--- src/core/card_socket_consts.vh ---
// Register offsets, field positions and reset values for the card socket block.
`ifndef CARD_SOCKET_CONSTS_VH
`define CARD_SOCKET_CONSTS_VH

`define IDX_PROG_VOLT     8'h07
`define IDX_WAKE_MASK     8'h08
`define IDX_WAKE_STATUS   8'h09
`define IDX_ACCESS_WIDTH  8'h0a
`define ADDR_PROG_VOLT    8'h1c
`define ADDR_WAKE_MASK    8'h20
`define ADDR_WAKE_STATUS  8'h24
`define ADDR_ACCESS_WIDTH 8'h28

`define RST_PROG_VOLT     8'h00
`define RST_WAKE_MASK     8'h00
`define RST_WAKE_STATUS   8'h00
`define RST_ACCESS_WIDTH  8'h00
`define STATUS_CLEAR_VAL  8'h00
`define STATUS_USED_MASK  8'h3f

`define MSK_SOCK_B_RING_SEL 7
`define MSK_SOCK_A_RING_SEL 6
`define MSK_UART_RING       5
`define MSK_RTC             4
`define MSK_IRQ4            3
`define MSK_IRQ3            2
`define MSK_SOCK_B_BATT     1
`define MSK_SOCK_A_BATT     0

`define WID_A_SEL_HI     7
`define WID_A_SEL_LO     6
`define WID_B_SEL_HI     5
`define WID_B_SEL_LO     4
`define WID_B_WIDE_IO    3
`define WID_A_WIDE_IO    2
`define WID_B_WIDE_MEM   1
`define WID_A_WIDE_MEM   0
`define IO_SEL_VALID     2'h2

`endif

--- src/core/card_socket_wake_width_regs.v ---
// Card socket register bank: programming-voltage decode, wake mask and status, access width.
`timescale 1ns/1ps
`include "card_socket_consts.vh"
module card_socket_wake_width_regs (
  input  wire        sys_clk_in,                // System clock, 10 MHz.
  input  wire        rst_n_in,                  // Asynchronous reset, active low.
  // APB slave.
  input  wire        psel_in,                   // APB select.
  input  wire        penable_in,                // APB access phase.
  input  wire        pwrite_in,                 // APB direction, high for write.
  input  wire [7:0]  paddr_in,                  // APB byte address.
  input  wire [31:0] pwdata_in,                 // APB write data.
  output reg  [31:0] prdata_out,                // APB read data.
  output reg         pready_out,                // APB ready.
  output reg         pslverr_out,               // APB error for unmapped address.
  // System I/O write path.
  input  wire        sys_io_wr_in,              // One-cycle system I/O write strobe.
  input  wire [7:0]  sys_addr_9_to_2_in,        // System address bits 9 down to 2.
  input  wire        sys_data0_in,              // System data bus bit 0.
  output reg         socket_a_prog_voltage_pin_out, // Socket A programming-voltage pin.
  // Wake sources.
  input  wire        uart_ring_in,              // Internal UART ring indicate.
  input  wire        rtc_irq8_in,               // Real-time clock interrupt, IRQ8.
  input  wire        irq4_in,                   // IRQ4 line.
  input  wire        irq3_in,                   // IRQ3 line.
  input  wire        sock_b_batt_detect1_pin_in, // Socket B battery-detect-1 ring pin.
  input  wire        sock_a_batt_detect1_pin_in, // Socket A battery-detect-1 ring pin.
  input  wire        sock_b_io_card_in,         // Socket B configured as I/O card.
  input  wire        sock_a_io_card_in,         // Socket A configured as I/O card.
  output reg         wake_event_out,            // One-cycle wake request to the power manager.
  output reg         sock_b_status_change_irq_en_out, // Socket B status-change irq allowed.
  output reg         sock_a_status_change_irq_en_out, // Socket A status-change irq allowed.
  // Card cycle translation.
  input  wire        xlat_req_in,               // One-cycle system access request.
  input  wire        xlat_sock_b_in,            // Access targets socket B.
  input  wire        xlat_is_io_in,             // Access is I/O, else memory.
  input  wire        xlat_wide_in,              // Access is 16-bit.
  input  wire        xlat_write_in,             // Access is a write.
  input  wire        xlat_addr0_in,             // System address bit 0.
  input  wire        sock_a_card_wide_io_ind_in, // Socket A card 16-bit I/O indication.
  input  wire        sock_b_card_wide_io_ind_in, // Socket B card 16-bit I/O indication.
  output reg         xlat_busy_out,             // Second card cycle pending.
  output reg         xlat_valid_out,            // One-cycle card cycle issue.
  output reg         xlat_sock_b_out,           // Card cycle goes to socket B.
  output reg         xlat_low_enable_out,       // Card low byte enable.
  output reg         xlat_high_enable_out,      // Card high byte enable.
  output reg         xlat_addr0_out,            // Card address bit 0.
  output reg         xlat_last_out,             // Last card cycle of the access.
  output reg         xlat_error_out             // Invalid selector or odd 16-bit I/O.
);
  reg  [7:0] prog_voltage_io_address_q;
  reg  [7:0] wake_source_mask_q;
  reg  [7:0] wake_source_status_q;
  reg  [7:0] card_access_width_q;
  reg  [7:0] wake_source_status_d;
  reg        prog_addr_loaded_q;
  reg  [7:0] rd_mux;
  reg        addr_hit;
  wire       apb_setup;
  wire       apb_write;
  wire [5:0] wake_src;
  wire [5:0] wake_en;
  wire [5:0] wake_ev;

  assign apb_setup = psel_in && !penable_in;
  assign apb_write = psel_in && penable_in && pready_out && pwrite_in && !pslverr_out;

  // Read mux and decode; reserved status bits read as zero.
  always @* begin
    rd_mux   = 8'h00;
    addr_hit = 1'b1;
    case (paddr_in)
      `ADDR_PROG_VOLT:    rd_mux = prog_voltage_io_address_q;
      `ADDR_WAKE_MASK:    rd_mux = wake_source_mask_q;
      `ADDR_WAKE_STATUS:  rd_mux = wake_source_status_q;
      `ADDR_ACCESS_WIDTH: rd_mux = card_access_width_q;
      default:            addr_hit = 1'b0;
    endcase
  end

  // Answer is prepared in the setup cycle so that pready rises with penable: no wait state.
  always @(posedge sys_clk_in or negedge rst_n_in) begin
    if (!rst_n_in) begin
      prdata_out  <= 32'h00000000;
      pready_out  <= 1'b0;
      pslverr_out <= 1'b0;
    end else if (apb_setup) begin
      prdata_out  <= {24'h000000, rd_mux};
      pready_out  <= 1'b1;
      pslverr_out <= !addr_hit;
    end else if (psel_in && penable_in && pready_out) begin
      pready_out  <= 1'b0;
      pslverr_out <= 1'b0;
    end
  end

  // Control registers.
  always @(posedge sys_clk_in or negedge rst_n_in) begin
    if (!rst_n_in) begin
      prog_voltage_io_address_q <= `RST_PROG_VOLT;
      prog_addr_loaded_q        <= 1'b0;
      wake_source_mask_q        <= `RST_WAKE_MASK;
      card_access_width_q       <= `RST_ACCESS_WIDTH;
    end else if (apb_write) begin
      case (paddr_in)
        `ADDR_PROG_VOLT: begin
          prog_voltage_io_address_q <= pwdata_in[7:0];
          prog_addr_loaded_q        <= 1'b1;
        end
        `ADDR_WAKE_MASK:    wake_source_mask_q  <= pwdata_in[7:0];
        `ADDR_ACCESS_WIDTH: card_access_width_q <= pwdata_in[7:0];
        default: begin
        end
      endcase
    end
  end

  // Programming-voltage pin follows data bit 0 on any decoded I/O write after loading.
  always @(posedge sys_clk_in or negedge rst_n_in) begin
    if (!rst_n_in) begin
      socket_a_prog_voltage_pin_out <= 1'b0;
    end else if (sys_io_wr_in && prog_addr_loaded_q &&
                 sys_addr_9_to_2_in == prog_voltage_io_address_q) begin
      socket_a_prog_voltage_pin_out <= sys_data0_in;
    end
  end

  // Wake sources in status bit order: 5 UART ring down to 0 socket A ring.
  assign wake_src = {uart_ring_in, rtc_irq8_in, irq4_in, irq3_in,
                     sock_b_batt_detect1_pin_in, sock_a_batt_detect1_pin_in};
  assign wake_en[5] = !wake_source_mask_q[`MSK_UART_RING];
  assign wake_en[4] = !wake_source_mask_q[`MSK_RTC];
  assign wake_en[3] = !wake_source_mask_q[`MSK_IRQ4];
  assign wake_en[2] = !wake_source_mask_q[`MSK_IRQ3];
  assign wake_en[1] = !wake_source_mask_q[`MSK_SOCK_B_BATT] &&
                      wake_source_mask_q[`MSK_SOCK_B_RING_SEL] && sock_b_io_card_in;
  assign wake_en[0] = !wake_source_mask_q[`MSK_SOCK_A_BATT] &&
                      wake_source_mask_q[`MSK_SOCK_A_RING_SEL] && sock_a_io_card_in;

  // Socket ring pins wake on a falling edge, the rest on a rising edge.
  genvar gi;
  generate
    for (gi = 0; gi < 6; gi = gi + 1) begin : g_wake
      wake_edge_latch #(
        .FALLING (gi < 2 ? 1 : 0)
      ) u_edge (
        .sys_clk_in (sys_clk_in),
        .rst_n_in   (rst_n_in),
        .src_in     (wake_src[gi]),
        .enable_in  (wake_en[gi]),
        .event_out  (wake_ev[gi])
      );
    end
  endgenerate

  // A wake arriving with the clearing write still records: set wins over clear.
  always @* begin
    wake_source_status_d = wake_source_status_q;
    if (apb_write && paddr_in == `ADDR_WAKE_STATUS && pwdata_in[7:0] == `STATUS_CLEAR_VAL) begin
      wake_source_status_d = `RST_WAKE_STATUS;
    end
    wake_source_status_d = (wake_source_status_d | {2'b00, wake_ev}) & `STATUS_USED_MASK;
  end

  always @(posedge sys_clk_in or negedge rst_n_in) begin
    if (!rst_n_in) begin
      wake_source_status_q            <= `RST_WAKE_STATUS;
      wake_event_out                  <= 1'b0;
      sock_b_status_change_irq_en_out <= 1'b0;
      sock_a_status_change_irq_en_out <= 1'b0;
    end else begin
      wake_source_status_q            <= wake_source_status_d;
      wake_event_out                  <= |wake_ev;
      sock_b_status_change_irq_en_out <= !wake_source_mask_q[`MSK_SOCK_B_RING_SEL];
      sock_a_status_change_irq_en_out <= !wake_source_mask_q[`MSK_SOCK_A_RING_SEL];
    end
  end

  // Card cycle translation.
  reg  [1:0] io_sel;
  reg        wide_io_ok;
  reg        wide_mem_ok;
  reg        card_ind;
  reg        plan_split;
  reg        plan_low;
  reg        plan_high;
  reg        plan_err;
  reg        second_pending_q;
  reg        second_sock_b_q;

  always @* begin
    io_sel      = xlat_sock_b_in ?
                  {card_access_width_q[`WID_B_SEL_HI], card_access_width_q[`WID_B_SEL_LO]} :
                  {card_access_width_q[`WID_A_SEL_HI], card_access_width_q[`WID_A_SEL_LO]};
    wide_io_ok  = xlat_sock_b_in ? card_access_width_q[`WID_B_WIDE_IO] :
                                   card_access_width_q[`WID_A_WIDE_IO];
    wide_mem_ok = xlat_sock_b_in ? card_access_width_q[`WID_B_WIDE_MEM] :
                                   card_access_width_q[`WID_A_WIDE_MEM];
    card_ind    = xlat_sock_b_in ? sock_b_card_wide_io_ind_in : sock_a_card_wide_io_ind_in;
    plan_split  = 1'b0;
    plan_low    = 1'b1;
    plan_high   = 1'b0;
    plan_err    = 1'b0;
    if (!xlat_is_io_in) begin
      if (xlat_wide_in) begin
        // Only wide writes go out as one cycle; wide reads stay byte by byte.
        if (wide_mem_ok && xlat_write_in) begin
          plan_high = 1'b1;
        end else begin
          plan_split = 1'b1;
        end
      end else begin
        plan_low  = !xlat_addr0_in;
        plan_high = xlat_addr0_in;
      end
    end else if (!wide_io_ok) begin
      plan_split = xlat_wide_in;
    end else begin
      // An invalid selector is flagged and the access falls back to byte cycles.
      plan_err = (io_sel != `IO_SEL_VALID);
      if (plan_err || card_ind) begin
        plan_split = xlat_wide_in;
      end else if (xlat_wide_in) begin
        plan_high = 1'b1;
        plan_err  = xlat_addr0_in;
      end else begin
        plan_low  = !xlat_addr0_in;
        plan_high = xlat_addr0_in;
      end
    end
  end

  // A split access issues its second byte on the very next cycle; requests in between are lost.
  always @(posedge sys_clk_in or negedge rst_n_in) begin
    if (!rst_n_in) begin
      second_pending_q     <= 1'b0;
      second_sock_b_q      <= 1'b0;
      xlat_busy_out        <= 1'b0;
      xlat_valid_out       <= 1'b0;
      xlat_sock_b_out      <= 1'b0;
      xlat_low_enable_out  <= 1'b0;
      xlat_high_enable_out <= 1'b0;
      xlat_addr0_out       <= 1'b0;
      xlat_last_out        <= 1'b0;
      xlat_error_out       <= 1'b0;
    end else if (second_pending_q) begin
      second_pending_q     <= 1'b0;
      xlat_busy_out        <= 1'b0;
      xlat_valid_out       <= 1'b1;
      xlat_sock_b_out      <= second_sock_b_q;
      xlat_low_enable_out  <= 1'b1;
      xlat_high_enable_out <= 1'b0;
      xlat_addr0_out       <= 1'b1;
      xlat_last_out        <= 1'b1;
      xlat_error_out       <= 1'b0;
    end else if (xlat_req_in) begin
      second_pending_q     <= plan_split;
      second_sock_b_q      <= xlat_sock_b_in;
      xlat_busy_out        <= plan_split;
      xlat_valid_out       <= 1'b1;
      xlat_sock_b_out      <= xlat_sock_b_in;
      xlat_low_enable_out  <= plan_low;
      xlat_high_enable_out <= plan_high;
      xlat_addr0_out       <= plan_split ? 1'b0 : xlat_addr0_in;
      xlat_last_out        <= !plan_split;
      xlat_error_out       <= plan_err;
    end else begin
      xlat_valid_out       <= 1'b0;
      xlat_last_out        <= 1'b0;
      xlat_error_out       <= 1'b0;
    end
  end
endmodule

--- src/core/wake_edge_latch.v ---
// Edge detector that turns one wake source into a gated one-cycle event.
`timescale 1ns/1ps
module wake_edge_latch #(
  parameter FALLING = 0
) (
  input  wire sys_clk_in,   // System clock.
  input  wire rst_n_in,     // Asynchronous reset, active low.
  input  wire src_in,       // Wake source level.
  input  wire enable_in,    // Source allowed to wake.
  output reg  event_out     // One-cycle wake event.
);
  reg prev_q;
  reg armed_q;
  wire edge_seen;

  // Arming after reset keeps a level already active at reset from looking like an edge.
  assign edge_seen = armed_q && (FALLING ? (prev_q && !src_in) : (!prev_q && src_in));

  always @(posedge sys_clk_in or negedge rst_n_in) begin
    if (!rst_n_in) begin
      prev_q    <= 1'b0;
      armed_q   <= 1'b0;
      event_out <= 1'b0;
    end else begin
      prev_q    <= src_in;
      armed_q   <= 1'b1;
      event_out <= edge_seen && enable_in;
    end
  end
endmodule

--- config.mk ---
export PLATFORM = sky130hd
export DESIGN_NAME = card_socket_wake_width_regs
export DESIGN_NICKNAME = d
export VERILOG_FILES = /design/src/core/card_socket_wake_width_regs.v /design/src/core/wake_edge_latch.v
export VERILOG_INCLUDE_DIRS = /design/src /design/src/core
export SDC_FILE = /design/constraint.sdc
export NUM_CORES = 1
export LEC_CHECK = 0
export ABC_CLOCK_PERIOD_IN_PS = 1800
export BUFFER_PORTS_ARGS = -buffer_cell sky130_fd_sc_hd__buf_2
export CORE_UTILIZATION = 46
export CTS_BUF_LIST = sky130_fd_sc_hd__clkbuf_4
export DETAILED_ROUTE_END_ITERATION = 8
export PLACE_DENSITY = 0.78
export REMOVE_ABC_BUFFERS = 1
export SYNTH_ARGS = -nofsm -noshare
export SYNTH_HDL_FRONTEND = slang
export SYNTH_SLANG_ARGS = --single-unit
--- constraint.sdc ---
create_clock -name sys_clk_in -period 1.8 [get_ports sys_clk_in]
set_input_delay 0 -clock sys_clk_in [delete_from_list [all_inputs] [get_ports sys_clk_in]]
set_output_delay 0 -clock sys_clk_in [all_outputs]
set_load 0.005 [all_outputs]
==> results.md, run 1 <==
Floorplanning:
- The width of the chip is about 85 um.
- The floorplan step defined a core boundary enclosing 6460 um^2.
- 117 I/O pins were placed.
- In this run the vertical extent of the chip is about 85 um.
- The standard-cell row count is 29.
- The floorplan step defined a die boundary enclosing just over 7000 um^2.
- For this configuration, the core starts out at a cell density of about half.

STA:
- The maximum achievable frequency is about 540 MHz.
- The setup slack of the critical path after layout is -0.0463 ns.
- Measured against its own limit, the worst slew margin works out to around two thirds.
- Counting I/O delays and the setup requirement, the final critical path takes about 1.8 ns.
- The worst clock skew is around 0.016 ns.
- The number of hold violations in the final report came to 0.
- Setup repair after global routing could not meet its margin everywhere.
- The count of final max-slew check failures came to 0.
- Setup violations remaining at the end of the flow were counted as 9.
- At the pin with the least slew margin, the transition time is roughly 0.51 ns.
- The final critical path takes up 103% of the cycle.

Route:
- Once detail routing completed, the nets flagged for antenna violations numbered 0.
- Wires add up to just over 7000 um.
- The highest metal layer carrying signal wires in the routed design is met4.
- In the routed design, unresolved DRC markers number 5.
- The routed length on met1 is 3110 um.
- Summed over all nets, wire length on met2 after detailed routing comes to 3480 um.
- In the detailed route, the total length drawn on met3 is between 300 and 400 um.
- Summing over every cut layer, the via total after detailed routing is around 2300.
- Using the TritonRoute via totals, the vias-per-cell ratio works out to ~5.3.
- The number of iterations in the first detailed-routing pass is 9.
- The starting DRC count in detailed routing is roughly 140.
- Dividing the detail-routed wire length by the instance count gives ~16 um.

Placement:
- The count of buffers from port buffering is 68.
- The post-DP HPWL is 4880 um.
- In this run the cell area measured after placement is between 3000 and 4000 um^2.
- The routability-driven placement congestion ratio is 0.796.

Synth:
- During synthesis, Yosys emitted a total of 0 warnings.
- The distinct cell type count after synthesis is 40.
- The most instantiated flip-flop cell in the synthesis netlist is dfrtp_1.
- A synthesized cell averages around 12 um^2.
- The commonest cells after synthesis are dfrtp_1, buf_4, mux2_2, mux2i_1, nand2_1.
- Counting every instance in the synthesized netlist gives around 260.
- The post-synthesis async set-or-reset flop share is 100%.
- Summed over its instances, the top area cell type makes up between 50% and 60% of the synthesized netlist area.
- The largest total area in the synthesized netlist belongs to dfrtp_1.
- Sorting the synthesized cells by area gives the leading types as dfrtp_1, mux2_2, buf_4.
- Of the synthesized area, sequential elements account for between 50% and 60%.
- In this run, synthesis inferred 0 flip-flops with an integrated enable.
- The total standard cell area after synthesis is between 3000 and 4000 um^2.
- The number of storage elements in the synthesis netlist is 68.
- The most frequent cell after synthesis is dfrtp_1.

Hold path:
- The min-delay analysis places its worst path in the category in2reg.

Final layout:
- The fraction of the core area covered by cells at the end of the flow is 60.9%.
- The repair_antennas step left the layout with diodes totalling 0.
- The final layout contains 430 nets.
- Counting the fill cells in the layout gives slightly above 500.
- Cells with a size suffix above 1 make up about a third of the layout.
- Compared with the post-synthesis result, the final layout area differs by 25.1%.
- The final design area excluding fillers is 3930 um^2.

Global routing:
- The largest net degree at the start of global routing is roughly 70.
- Global routing used around a fifth of the available tracks.
- The number of antenna violations at the first check in global routing was 0.
- The number of global-route vias before repair is ~2300.
- For this run the aggregate overflow at the end of global routing stands at 0.
- The first global-routing pass estimated around 11000 um of wire.

Worst setup path:
- The worst setup path is of the reg2reg kind.
- The element type at the critical path start is a flop.
- The total buffers and inverters traversed by the critical path is 0.
- Among all stages on the critical path, the largest delay is contributed by or4_4.
- The critical path goes through or3_4, or4_4, mux2_4.
- The worst stage delay on the critical path is about 0.60 ns.
- Of all nets on the critical path, the largest fanout is 8.
- The worst setup path is captured at a flop.
- For the worst setup path, the data required time is 2.10 ns.
- The kind of cell with the highest combined delay along the critical path is simple AND/OR/NAND/NOR gates.
- Data on the critical path arrives at its endpoint at roughly 2.1 ns.

Clock tree:
- The clock transition at the registers of the reported paths is 0.11 ns.
- In this run the deepest clock path goes through 2 buffers.
- The number of sinks on the clock net is slightly below 70.
- The clock tree from TritonCTS is done.
- The post-CTS repair timing setup buffer count is 0.
- The CTS buffer count is 9.
- The clock reaches the later pin of the worst-skew pair after between 0.4 and 0.5 ns.
- The clock tree synthesis step divided the H-tree into 3 levels.
- The library cell used as clock root buffer is clkbuf_4.

Pwr:
- The leakage power is just under 0.002 uW.
- Dividing total power by cell area gives a power density of between 700 and 800 nW/um^2.
- The worst-case IR drop observed on VDD is between 0.0004 and 0.0005 V.

Run:
- The max-capacitance violation count is 0.

Status:
- The flow ran to the end, but the final reports show violations.
- The final reports fail on design-rule violations, negative setup slack.
## metal layers
layer,vias to the layer above,GRT usage [%]
li1,1084,-
met1,1147,27.3
met2,95,33.9
met3,12,4.13
met4,0,8.32
met5,-,0
## final timing paths
kind / start / end / slack, ns / cells past startpoint
worst max-delay path: pslverr_out / wake_source_mask_q[2] / -0.05 / 3
max in group asynchronous: rst_n_in / prdata_out[7] / 1.35 / 3
worst max register to register: pslverr_out / wake_source_mask_q[2] / -0.05 / 3
worst min register to register: g_wake[3].u_edge.prev_q / g_wake[3].u_edge.event_out / 0.41 / 1
min in group asynchronous: rst_n_in / g_wake[2].u_edge.prev_q / 0.12 / 3
worst min-delay path: sys_io_wr_in / socket_a_prog_voltage_pin_out / 0.05 / 4
## state kept, by name, indices dropped and copies added, names as in the netlist, 6 cells and up
register                   flops
g_wake.u_edge.event_out        6
card_access_width_q            8
wake_source_status_q           6
g_wake.u_edge.prev_q           6
prog_voltage_io_address_q      8
prdata_out                     8
wake_source_mask_q             8
## cells by family after synthesis
kind of cell | Yosys count | share of synthesized area, %
compound gates | 44 | 9.83
buf+inv | 39 | 7.96
mux | 38 | 14.1
other cells | 2 | 0.239
xor+xnor | 8 | 2.23
flops | 68 | 54.1
simple gates | 56 | 11.5
## report_power, final
| group | switching (uW) | internal [uW] |
|---|---|---|
| logic | 155 | 151 |
| clock network | 553 | 440 |
| registers | 21.0 | 1570 |
## through the flow
step	hold WS (ns)	setup WS [ns]	std cells	setup TNS (ns)	total power, uW
after floorplan	-0.296	-0.0442	245	-0.354	1710
after global placement	0.0409	-0.0674	400	-0.714	1870
after detailed placement	0.0466	-0.100	400	-1.33	1880
after CTS	0.0119	-0.0576	441	-0.477	2910
after global routing	0.0596	-0.0743	441	-0.952	3010
final	0.0507	-0.0463	441	-0.306	2890
## what timing repair did
item | CTS | global route
hold buffers | 25 | 0
pin swaps | 2 | 0
hold endpoints to repair | 117 | 0
setup endpoints to repair | 30 | 18
gates resized for setup | 4 | 0
## tightest hold or removal path: cells and delay by family
family / cells / cell delay, ns
buf+inv: 1 / 0.10
mux: 1 / 0.21
simple gates: 2 / 0.12
## placed cells by master, fill, tap and decap left out, types with 4 or more instances in the layout
master | netlist | layout
a21o_1 | 7 | 7
a21oi_1 | 5 | 5
a22o_1 | 9 | 9
a22oi_1 | 8 | 8
buf_2 | 2 | 68
buf_4 | 25 | 8
clkbuf_4 | 0 | 10
conb_1 | 2 | 25
dfrtp_1 | 68 | 68
dlygate4sd3_1 | 0 | 25
inv_1 | 6 | 6
mux2_2 | 18 | 18
mux2_4 | 8 | 9
mux2i_1 | 11 | 11
nand2_1 | 10 | 10
nand2b_1 | 4 | 4
nor2_1 | 6 | 6
nor3_1 | 4 | 4
nor4_1 | 4 | 4
nor4bb_1 | 4 | 4
o21ai_0 | 4 | 4
o22ai_1 | 7 | 7
xnor2_1 | 8 | 8
## cell type report
type,instances,area (um^2),area share (%)
Clock inverter,6,65.1,1.65
Timing Repair Buffer,103,682,17.3
Clock buffer,10,75.1,1.91
Inverter,6,22.5,0.573
Multi-Input combinational cell,171,1290,32.8
Sequential cell,68,1700,43.3
Tap cell,77,96.3,2.45
Power figures use the tool's default switching activity.
==> run 2: changes to the inputs <==
- ABC_AREA: default -> 1
- CORE_UTILIZATION: 46 -> 47
==> results.md, run 2 <==
Floorplanning:
- The standard-cell row count is 30 (was 29).
- The width of the chip is 87.6 um (was 84.7 um).
- The number of top-level design ports was 117 (unchanged).
- The initial core utilization was 49.6% (was 48.7%).
- The vertical die dimension is 87.6 um (was 84.7 um).
- The area inside the core boundary is 6940 um^2 (was 6460 um^2).
- The area enclosed by the die boundary is 7670 um^2 (was 7170 um^2).

Route:
- The via-per-instance ratio is 4.80 (was 5.30).
- The number of antenna-violating nets in the routed design is 0 (unchanged).
- The via count came to 3045 (was 2338).
- The starting DRC count in detailed routing is 177 (was 143).
- The number of iterations in the first detailed-routing pass is 4 (was 9).
- The mean routed wirelength per cell is 12.3 um (was 16.1 um).
- The total wire length after detailed routing is 7820 um (was 7100 um).
- The post-route DRC violation count is 0 (was 5).

STA:
- The worst clock skew came to 0.0126 ns (was 0.0158 ns).
- The setup slack of the critical path after layout is 0.108 ns (was -0.0463 ns).
- The worst-margin pin slew came to 0.519 ns (was 0.507 ns).
- The count of final max-slew check failures was 0 (unchanged).
- The minimum period implied by the final worst setup slack is 1.69 ns (was 1.85 ns).
- The maximum achievable frequency was 591 MHz (was 542 MHz).
- The relative max-transition margin is 65.3% (was 66.0%).
- Setup repair after global routing missed its margin: no (was yes).
- The number of endpoints failing setup at the final stage came to 0 (was 9).
- The number of hold violations in the final report is 0 (unchanged).
- The summed negative setup slack over all endpoints came to 0 ns (was -0.306 ns).
- The final worst-path cycle share came to 94.0% (was 103%).

Global routing:
- The number of antenna violations at the first check in global routing is 0 (unchanged).
- The largest net degree at the start of global routing is 69 (unchanged).
- The aggregate global routing overflow was 0 (unchanged).
- The global router's overall resource usage is 21.8% (was 20.7%).
- The global-route wire length before repair is 12600 um (was 11400 um).
- The number of global-route vias before repair is 2761 (was 2294).

Clock tree:
- The clock tree from TritonCTS is done (unchanged).
- The post-CTS repair timing setup buffer count is 0 (unchanged).
- The clock latency reported for the late side of the worst-skew pair is 0.41 ns (about the same).
- The number of H-tree branching levels is 3 (unchanged).
- The clock tree buffer depth is 2 (unchanged).
- The number of sinks on the clock net is 68 (unchanged).
- The clock transition at the registers of the reported paths is 0.11 ns (about the same).
- The CTS buffer count is 9 (unchanged).
- The library cell used as clock root buffer is clkbuf_4 (unchanged).

Pwr:
- The leakage power is 0.00229 uW (was 0.00197 uW).
- The worst-case vdd ir drop is 0.000403 V (was 0.000463 V).
- The overall power of the completed layout came to 2740 uW (was 2890 uW).
- The power density of the placed cells is 650 nW/um^2 (was 734 nW/um^2).

Status:
- Result of the run: finished clean (was complete, but fails checks).

Synth:
- The instance count of the mapped netlist came to 429 (was 255).
- The post-synthesis adder-cell area fraction came to 0% (unchanged).
- The part of the Yosys area used for sequential elements is 49.4% (was 54.1%).
- The compound-cell area share of the yosys netlist is 7.09% (was 9.82%).
- The total standard cell area after synthesis came to 3440 um^2 (was 3150 um^2).
- The post-synthesis share of cell area spent on xor and xnor gates is 0.254% (was 2.23%).
- The count of warnings emitted by yosys is 0 (unchanged).
- The share of synthesized area spent on multiplexers is 0% (was 14.1%).
- The mean area per synthesized cell was 8.02 um^2 (was 12.3 um^2).
- The area share of the largest cell type after synthesis is 49.4% (was 54.1%).
- The post-synthesis async set-or-reset flop share is 100% (unchanged).
- Most used standard cells in the synthesized netlist: nand2_1, dfrtp_1, inv_1, nand3_1, buf_4 (was dfrtp_1, buf_4, mux2_2, mux2i_1, nand2_1).
- The number of flops mapped to enable cells by yosys is 0 (unchanged).
- Cell types occupying the most area after synthesis: dfrtp_1, nand2_1, inv_1 (was dfrtp_1, mux2_2, buf_4).
- The area fraction in and, or, nand and nor cells after synthesis is 29.4% (was 11.5%).
- The distinct cell type count after synthesis is 29 (was 40).
- The combinational family with the most area after synthesis is simple AND/OR/NAND/NOR gates (was multiplexers).
- The number of storage elements in the synthesis netlist is 68 (unchanged).
- The dominant cell type by area after synthesis is dfrtp_1 (unchanged).
- The most instantiated flip-flop cell in the synthesis netlist is dfrtp_1 (unchanged).
- The most frequent cell after synthesis is nand2_1 (was dfrtp_1).

Worst setup path:
- The kind of end point of the critical path was a flop (unchanged).
- The kind of critical path is in2reg (was reg2reg).
- By instance count, the cell type seen most on the critical path is dlygate4sd3_1.
- Worst-path cell chain: dlygate4sd3_1, buf_2, nand4_1, dlygate4sd3_1, a21oi_1, dlygate4sd3_1 (was or3_4, or4_4, mux2_4).
- The slowest stage cell on the critical path is dlygate4sd3_1 (was or4_4).
- The worst path arrival time came to 2.05 ns (was 2.14 ns).
- The element type at the critical path start is a primary input (was flop).
- The top fanout value on the critical path is 4 (was 8).
- The data required time of the worst path is 2.15 ns (was 2.10 ns).
- The worst stage delay on the critical path was 0.56 ns (was 0.60 ns).

Final layout:
- The final net count is 606 (was 430).
- The most common cell after layout, fill and taps aside is nand2_1.
- The post-route non-filler standard cell count is 635 (was 441).
- The number of inserted diodes is 0 (unchanged).
- The fraction of layout cells with a size suffix above 1 is 19.9% (was 34.6%).
- The layout-stage area growth over the synthesis result is 22.4% (was 25.1%).
- The final design area excluding fillers was 4210 um^2 (was 3930 um^2).
- Highest-count cells in the layout ignoring fill and taps: nand2_1, dfrtp_1, buf_2 (was dfrtp_1, buf_2, conb_1, dlygate4sd3_1, mux2_2).

Placement:
- The post-DP HPWL is 5320 um (was 4880 um).
- The worst-case setup slack after placement was 0.361 ns (was -0.100 ns).
- The count of buffers from port buffering was 68 (unchanged).
- The total cell area at the placement stage is 3800 um^2 (was 3530 um^2).
- The number of placed instances, taps included is 589 (was 400).
- The routability-driven placement congestion ratio is 0.884 (was 0.796).

Run:
- The max-capacitance violation count was 0 (unchanged).

Hold path:
- The class of the worst hold path was in2reg (unchanged).
==> run 2: changes by cell type in the layout (fill, tap and decap cells not counted), moves of 8 or more <==
cell / change
a22o_1: -9
a22oi_1: -8
inv_1: +56
mux2_2: -18
mux2_4: -9
mux2i_1: -11
nand2_1: +130
nand3_1: +39
nor2_1: +10
o21ai_0: +17
o21ai_2: +9
==> run 2: power breakdown <==
part / internal [uW] / total, uW / switching, uW
Clock: 295 / 806 / 511
Sequential: 1570 / 1590 / 23.6
Combinational: 145 / 337 / 192
==> run 2: critical path: cells and delay by family <==
kind / cells / cell delay, ns
buf+inv: 4 / 1.82
compound gates: 1 / 0.13
simple gates: 1 / 0.08
==> run 2: path summary, 6_finish.rpt <==
check	from	to	slack (ns)	depth (start not counted)
max	xlat_wide_in	xlat_error_out	0.11	6
max in group asynchronous	rst_n_in	g_wake[0].u_edge.prev_q	1.37	3
min	sys_addr_9_to_2_in[3]	socket_a_prog_voltage_pin_out	0.07	7
min in group asynchronous	rst_n_in	prdata_out[5]	0.14	3
min reg2reg	g_wake[4].u_edge.prev_q	g_wake[4].u_edge.event_out	0.40	1
max reg2reg	card_access_width_q[2]	xlat_high_enable_out	0.15	9
==> run 2: cells by family (layout without fill, tap and decap cells) <==
group	count (synthesis)	after routing
xor gates and xnor gates	1	1
buffers and inverters	94	181
and+or+nand+nor	225	225
DFF	68	68
AOI/OAI and AO/OA	39	39
other	2	25
==> run 2: cell type report <==
| cell class | instances | area, um^2 |
|---|---|---|
| clock buffers | 11 | 82.6 |
| clock inverters | 4 | 17.5 |
| fillers | 621 | 2730 |
| inverters | 63 | 236 |
| multi-input cells | 290 | 1360 |
| flip-flops and latches | 68 | 1700 |
| well taps | 96 | 120 |
| repair buffers | 103 | 693 |
==> run 2: per-layer routing <==
metal	vias up	share of wire (%)	track usage, %
met1	1397	45	28.5
met4	0	2.5	8.35
met3	22	5.1	6.22
met2	121	47	34.7
met5	-	0	0
li1	1505	-	-
==> run 2: stage by stage <==
stage,hold WS (ns),utilization (%)
after floorplan,-0.296,-
after global placement,0.0437,54.7
after detailed placement,0.0489,54.7
after CTS,0.0284,60.6
after global routing,0.0790,60.6
final,0.0664,60.6
==> run 2: timing repair <==
item                                    CTS  global route
hold buffers                             31             0
hold endpoints to repair                117             0
gates resized for setup                   0             1
endpoints found under the setup margin    0             1
==> run 3: changes to the inputs <==
- CORE_ASPECT_RATIO: default -> 1.1
- RECOVER_POWER: default -> 25
==> results.md, run 3 (synthesis gave the netlist of run 2 again) <==
Route:
- The number of antenna-violating nets in the routed design is 0 (unchanged).
- The number of iterations in the first detailed-routing pass was 5 (was 4).
- The via count is 3135 (was 3045).
- The via-per-instance ratio was 5.00 (was 4.80).
- The total met3 wirelength after detailed routing is 504 um (was 396 um).
- The routed length on met1 is 3320 um (was 3510 um).
- The total wire length after detailed routing is 7780 um (was 7820 um).
- The highest layer used for signal routing is met4 (unchanged).
- The total length of routed met2 wires is 3720 um (was 3710 um).
- The starting DRC count in detailed routing is 264 (was 177).
- The post-route DRC violation count is 0 (unchanged).
- The mean routed wirelength per cell is 12.4 um (was 12.3 um).

Floorplanning:
- The number of top-level design ports is 117 (unchanged).
- The vertical die dimension was 91.8 um (was 87.6 um).
- The area inside the core boundary was 7050 um^2 (was 6940 um^2).
- The initial core utilization is 48.8% (was 49.6%).
- The standard-cell row count is 32 (was 30).
- The area enclosed by the die boundary came to 7670 um^2 (about the same).
- The width of the chip is 83.6 um (was 87.6 um).

Final layout:
- The fraction of layout cells with a size suffix above 1 is 19.0% (was 19.9%).
- The fraction of the core area covered by cells at the end of the flow is 60.7% (was 60.6%).
- Highest-count cells in the layout ignoring fill and taps: nand2_1, dfrtp_1, inv_1, buf_2, nand3_1 (was nand2_1, dfrtp_1, buf_2).
- The number of inserted diodes came to 0 (unchanged).
- The most common cell after layout, fill and taps aside is nand2_1 (unchanged).
- The final design area excluding fillers was 4280 um^2 (was 4210 um^2).
- The final net count came to 608 (was 606).
- The layout-stage area growth over the synthesis result is 24.2% (was 22.4%).

STA:
- The relative max-transition margin is 39.2% (was 65.3%).
- The maximum achievable frequency was 614 MHz (was 591 MHz).
- The worst clock skew is 0.0127 ns (was 0.0126 ns).
- The number of hold violations in the final report is 0 (unchanged).
- The minimum period implied by the final worst setup slack is 1.63 ns (was 1.69 ns).
- The number of endpoints failing setup at the final stage was 0 (unchanged).
- Setup repair after global routing missed its margin: no (unchanged).
- The final worst-path cycle share is 90.5% (was 94.0%).
- The summed negative setup slack over all endpoints is 0 ns (unchanged).
- The worst-margin pin slew was 0.911 ns (was 0.519 ns).
- The count of final max-slew check failures was 0 (unchanged).

Global routing:
- The global-route wire length before repair is 13500 um (was 12600 um).
- The largest net degree at the start of global routing is 69 (unchanged).
- The aggregate global routing overflow is 0 (unchanged).
- The global router's overall resource usage is 22.3% (was 21.8%).
- The number of antenna violations at the first check in global routing is 0 (unchanged).
- The number of global-route vias before repair came to 2966 (was 2761).

Clock tree:
- The number of H-tree branching levels came to 3 (unchanged).
- The clock tree buffer depth came to 2 (unchanged).
- The clock latency reported for the late side of the worst-skew pair is 0.42 ns (was 0.41 ns).
- The number of instances resized during post-cts repair is 0 (unchanged).
- The total of hold buffers inserted after clock tree synthesis is 32 (was 31).
- The library cell used as clock root buffer is clkbuf_4 (unchanged).
- The CTS buffer count is 9 (unchanged).
- The clock transition at the registers of the reported paths is 0.11 ns (about the same).
- The post-CTS repair timing setup buffer count is 0 (unchanged).
- The clock tree from TritonCTS was done (unchanged).
- The number of sinks on the clock net is 68 (unchanged).

Worst setup path:
- Worst-path cell chain: dlygate4sd3_1, buf_2, inv_1, nand2_1, nand2_1, dlygate4sd3_1, nor2_1, nand2_1, nand2_1, nand2_1, o21a_1 (was dlygate4sd3_1, buf_2, nand4_1, dlygate4sd3_1, a21oi_1, dlygate4sd3_1).
- The data required time of the worst path was 2.11 ns (was 2.15 ns).
- The cell repeated most along the worst path is nand2_1 (was dlygate4sd3_1).
- The top fanout value on the critical path is 6 (was 4).
- The kind of end point of the critical path is a flop (unchanged).
- The kind of critical path is in2reg (unchanged).
- The worst stage delay on the critical path is 0.55 ns (was 0.56 ns).
- The slowest stage cell on the critical path is dlygate4sd3_1 (unchanged).
- The worst path arrival time was 1.94 ns (was 2.05 ns).
- The element type at the critical path start is a primary input (unchanged).

Placement:
- The routability-driven placement congestion ratio is 0.871 (was 0.884).
- The post-DP HPWL is 5440 um (was 5320 um).
- The total cell area at the placement stage is 3790 um^2 (was 3800 um^2).
- The count of buffers from port buffering is 68 (unchanged).

Status:
- Result of the run: finished clean (unchanged).

Pwr:
- The leakage power is 0.00230 uW (was 0.00229 uW).
- The power density of the placed cells came to 746 nW/um^2 (was 650 nW/um^2).
- The worst-case vdd ir drop was 0.000530 V (was 0.000403 V).

Run:
- The max-capacitance violation count is 0 (unchanged).

Hold path:
- The class of the worst hold path is in2reg (unchanged).
[run 3: where the power goes]
| part | switching [uW] | leakage [uW] | internal [uW] | total [uW] |
|---|---|---|---|---|
| logic | 190 | 0.00137 | 143 | 333 |
| clock network | 564 | 0.0000936 | 698 | 1260 |
| registers | 24.1 | 0.000840 | 1570 | 1590 |
[run 3: layout make-up]
class / instances / area (um^2)
Fill cell: 611 / 2770
Sequential cell: 68 / 1700
Multi-Input combinational cell: 290 / 1360
Timing Repair Buffer: 105 / 691
Inverter: 63 / 236
Clock inverter: 7 / 115
Tap cell: 85 / 106
Clock buffer: 9 / 67.6
[run 3: final timing paths]
check / from / to / slack (ns) / cells after the start
max: xlat_sock_b_in / xlat_low_enable_out / 0.17 / 11
min: sys_addr_9_to_2_in[3] / socket_a_prog_voltage_pin_out / 0.06 / 7
min in group asynchronous: rst_n_in / pslverr_out / 0.33 / 3
min reg2reg: g_wake[3].u_edge.prev_q / g_wake[3].u_edge.event_out / 0.41 / 1
max reg2reg: prog_voltage_io_address_q[2] / socket_a_prog_voltage_pin_out / 0.19 / 9
max in group asynchronous: rst_n_in / g_wake[1].u_edge.event_out / 0.87 / 3
[run 3: critical path: cells and delay by family]
kind / cells / cell delay [ns]
buffers and inverters: 4 / 1.34
AND/OR/NAND/NOR: 6 / 0.49
AO/OA/AOI/OAI: 1 / 0.11
[run 3: per-layer routing]
| metal | global-route usage (%) | vias to the layer above |
|---|---|---|
| li1 | - | 1507 |
| met4 | 12.9 | 0 |
| met2 | 34.4 | 138 |
| met1 | 29.7 | 1465 |
| met5 | 0 | - |
| met3 | 3.69 | 25 |
[run 3: through the flow]
| step | cells | power, uW | worst slack [ns] | hold WS, ns |
|---|---|---|---|---|
| floorplan | 421 | 1750 | 0.114 | -0.296 |
| global placement | 579 | 1900 | 0.390 | 0.0421 |
| detailed placement | 579 | 1910 | 0.354 | 0.0477 |
| CTS | 627 | 3210 | 0.198 | 0.0504 |
| global route | 627 | 3330 | 0.0218 | 0.0918 |
| finish | 627 | 3190 | 0.172 | 0.0620 |
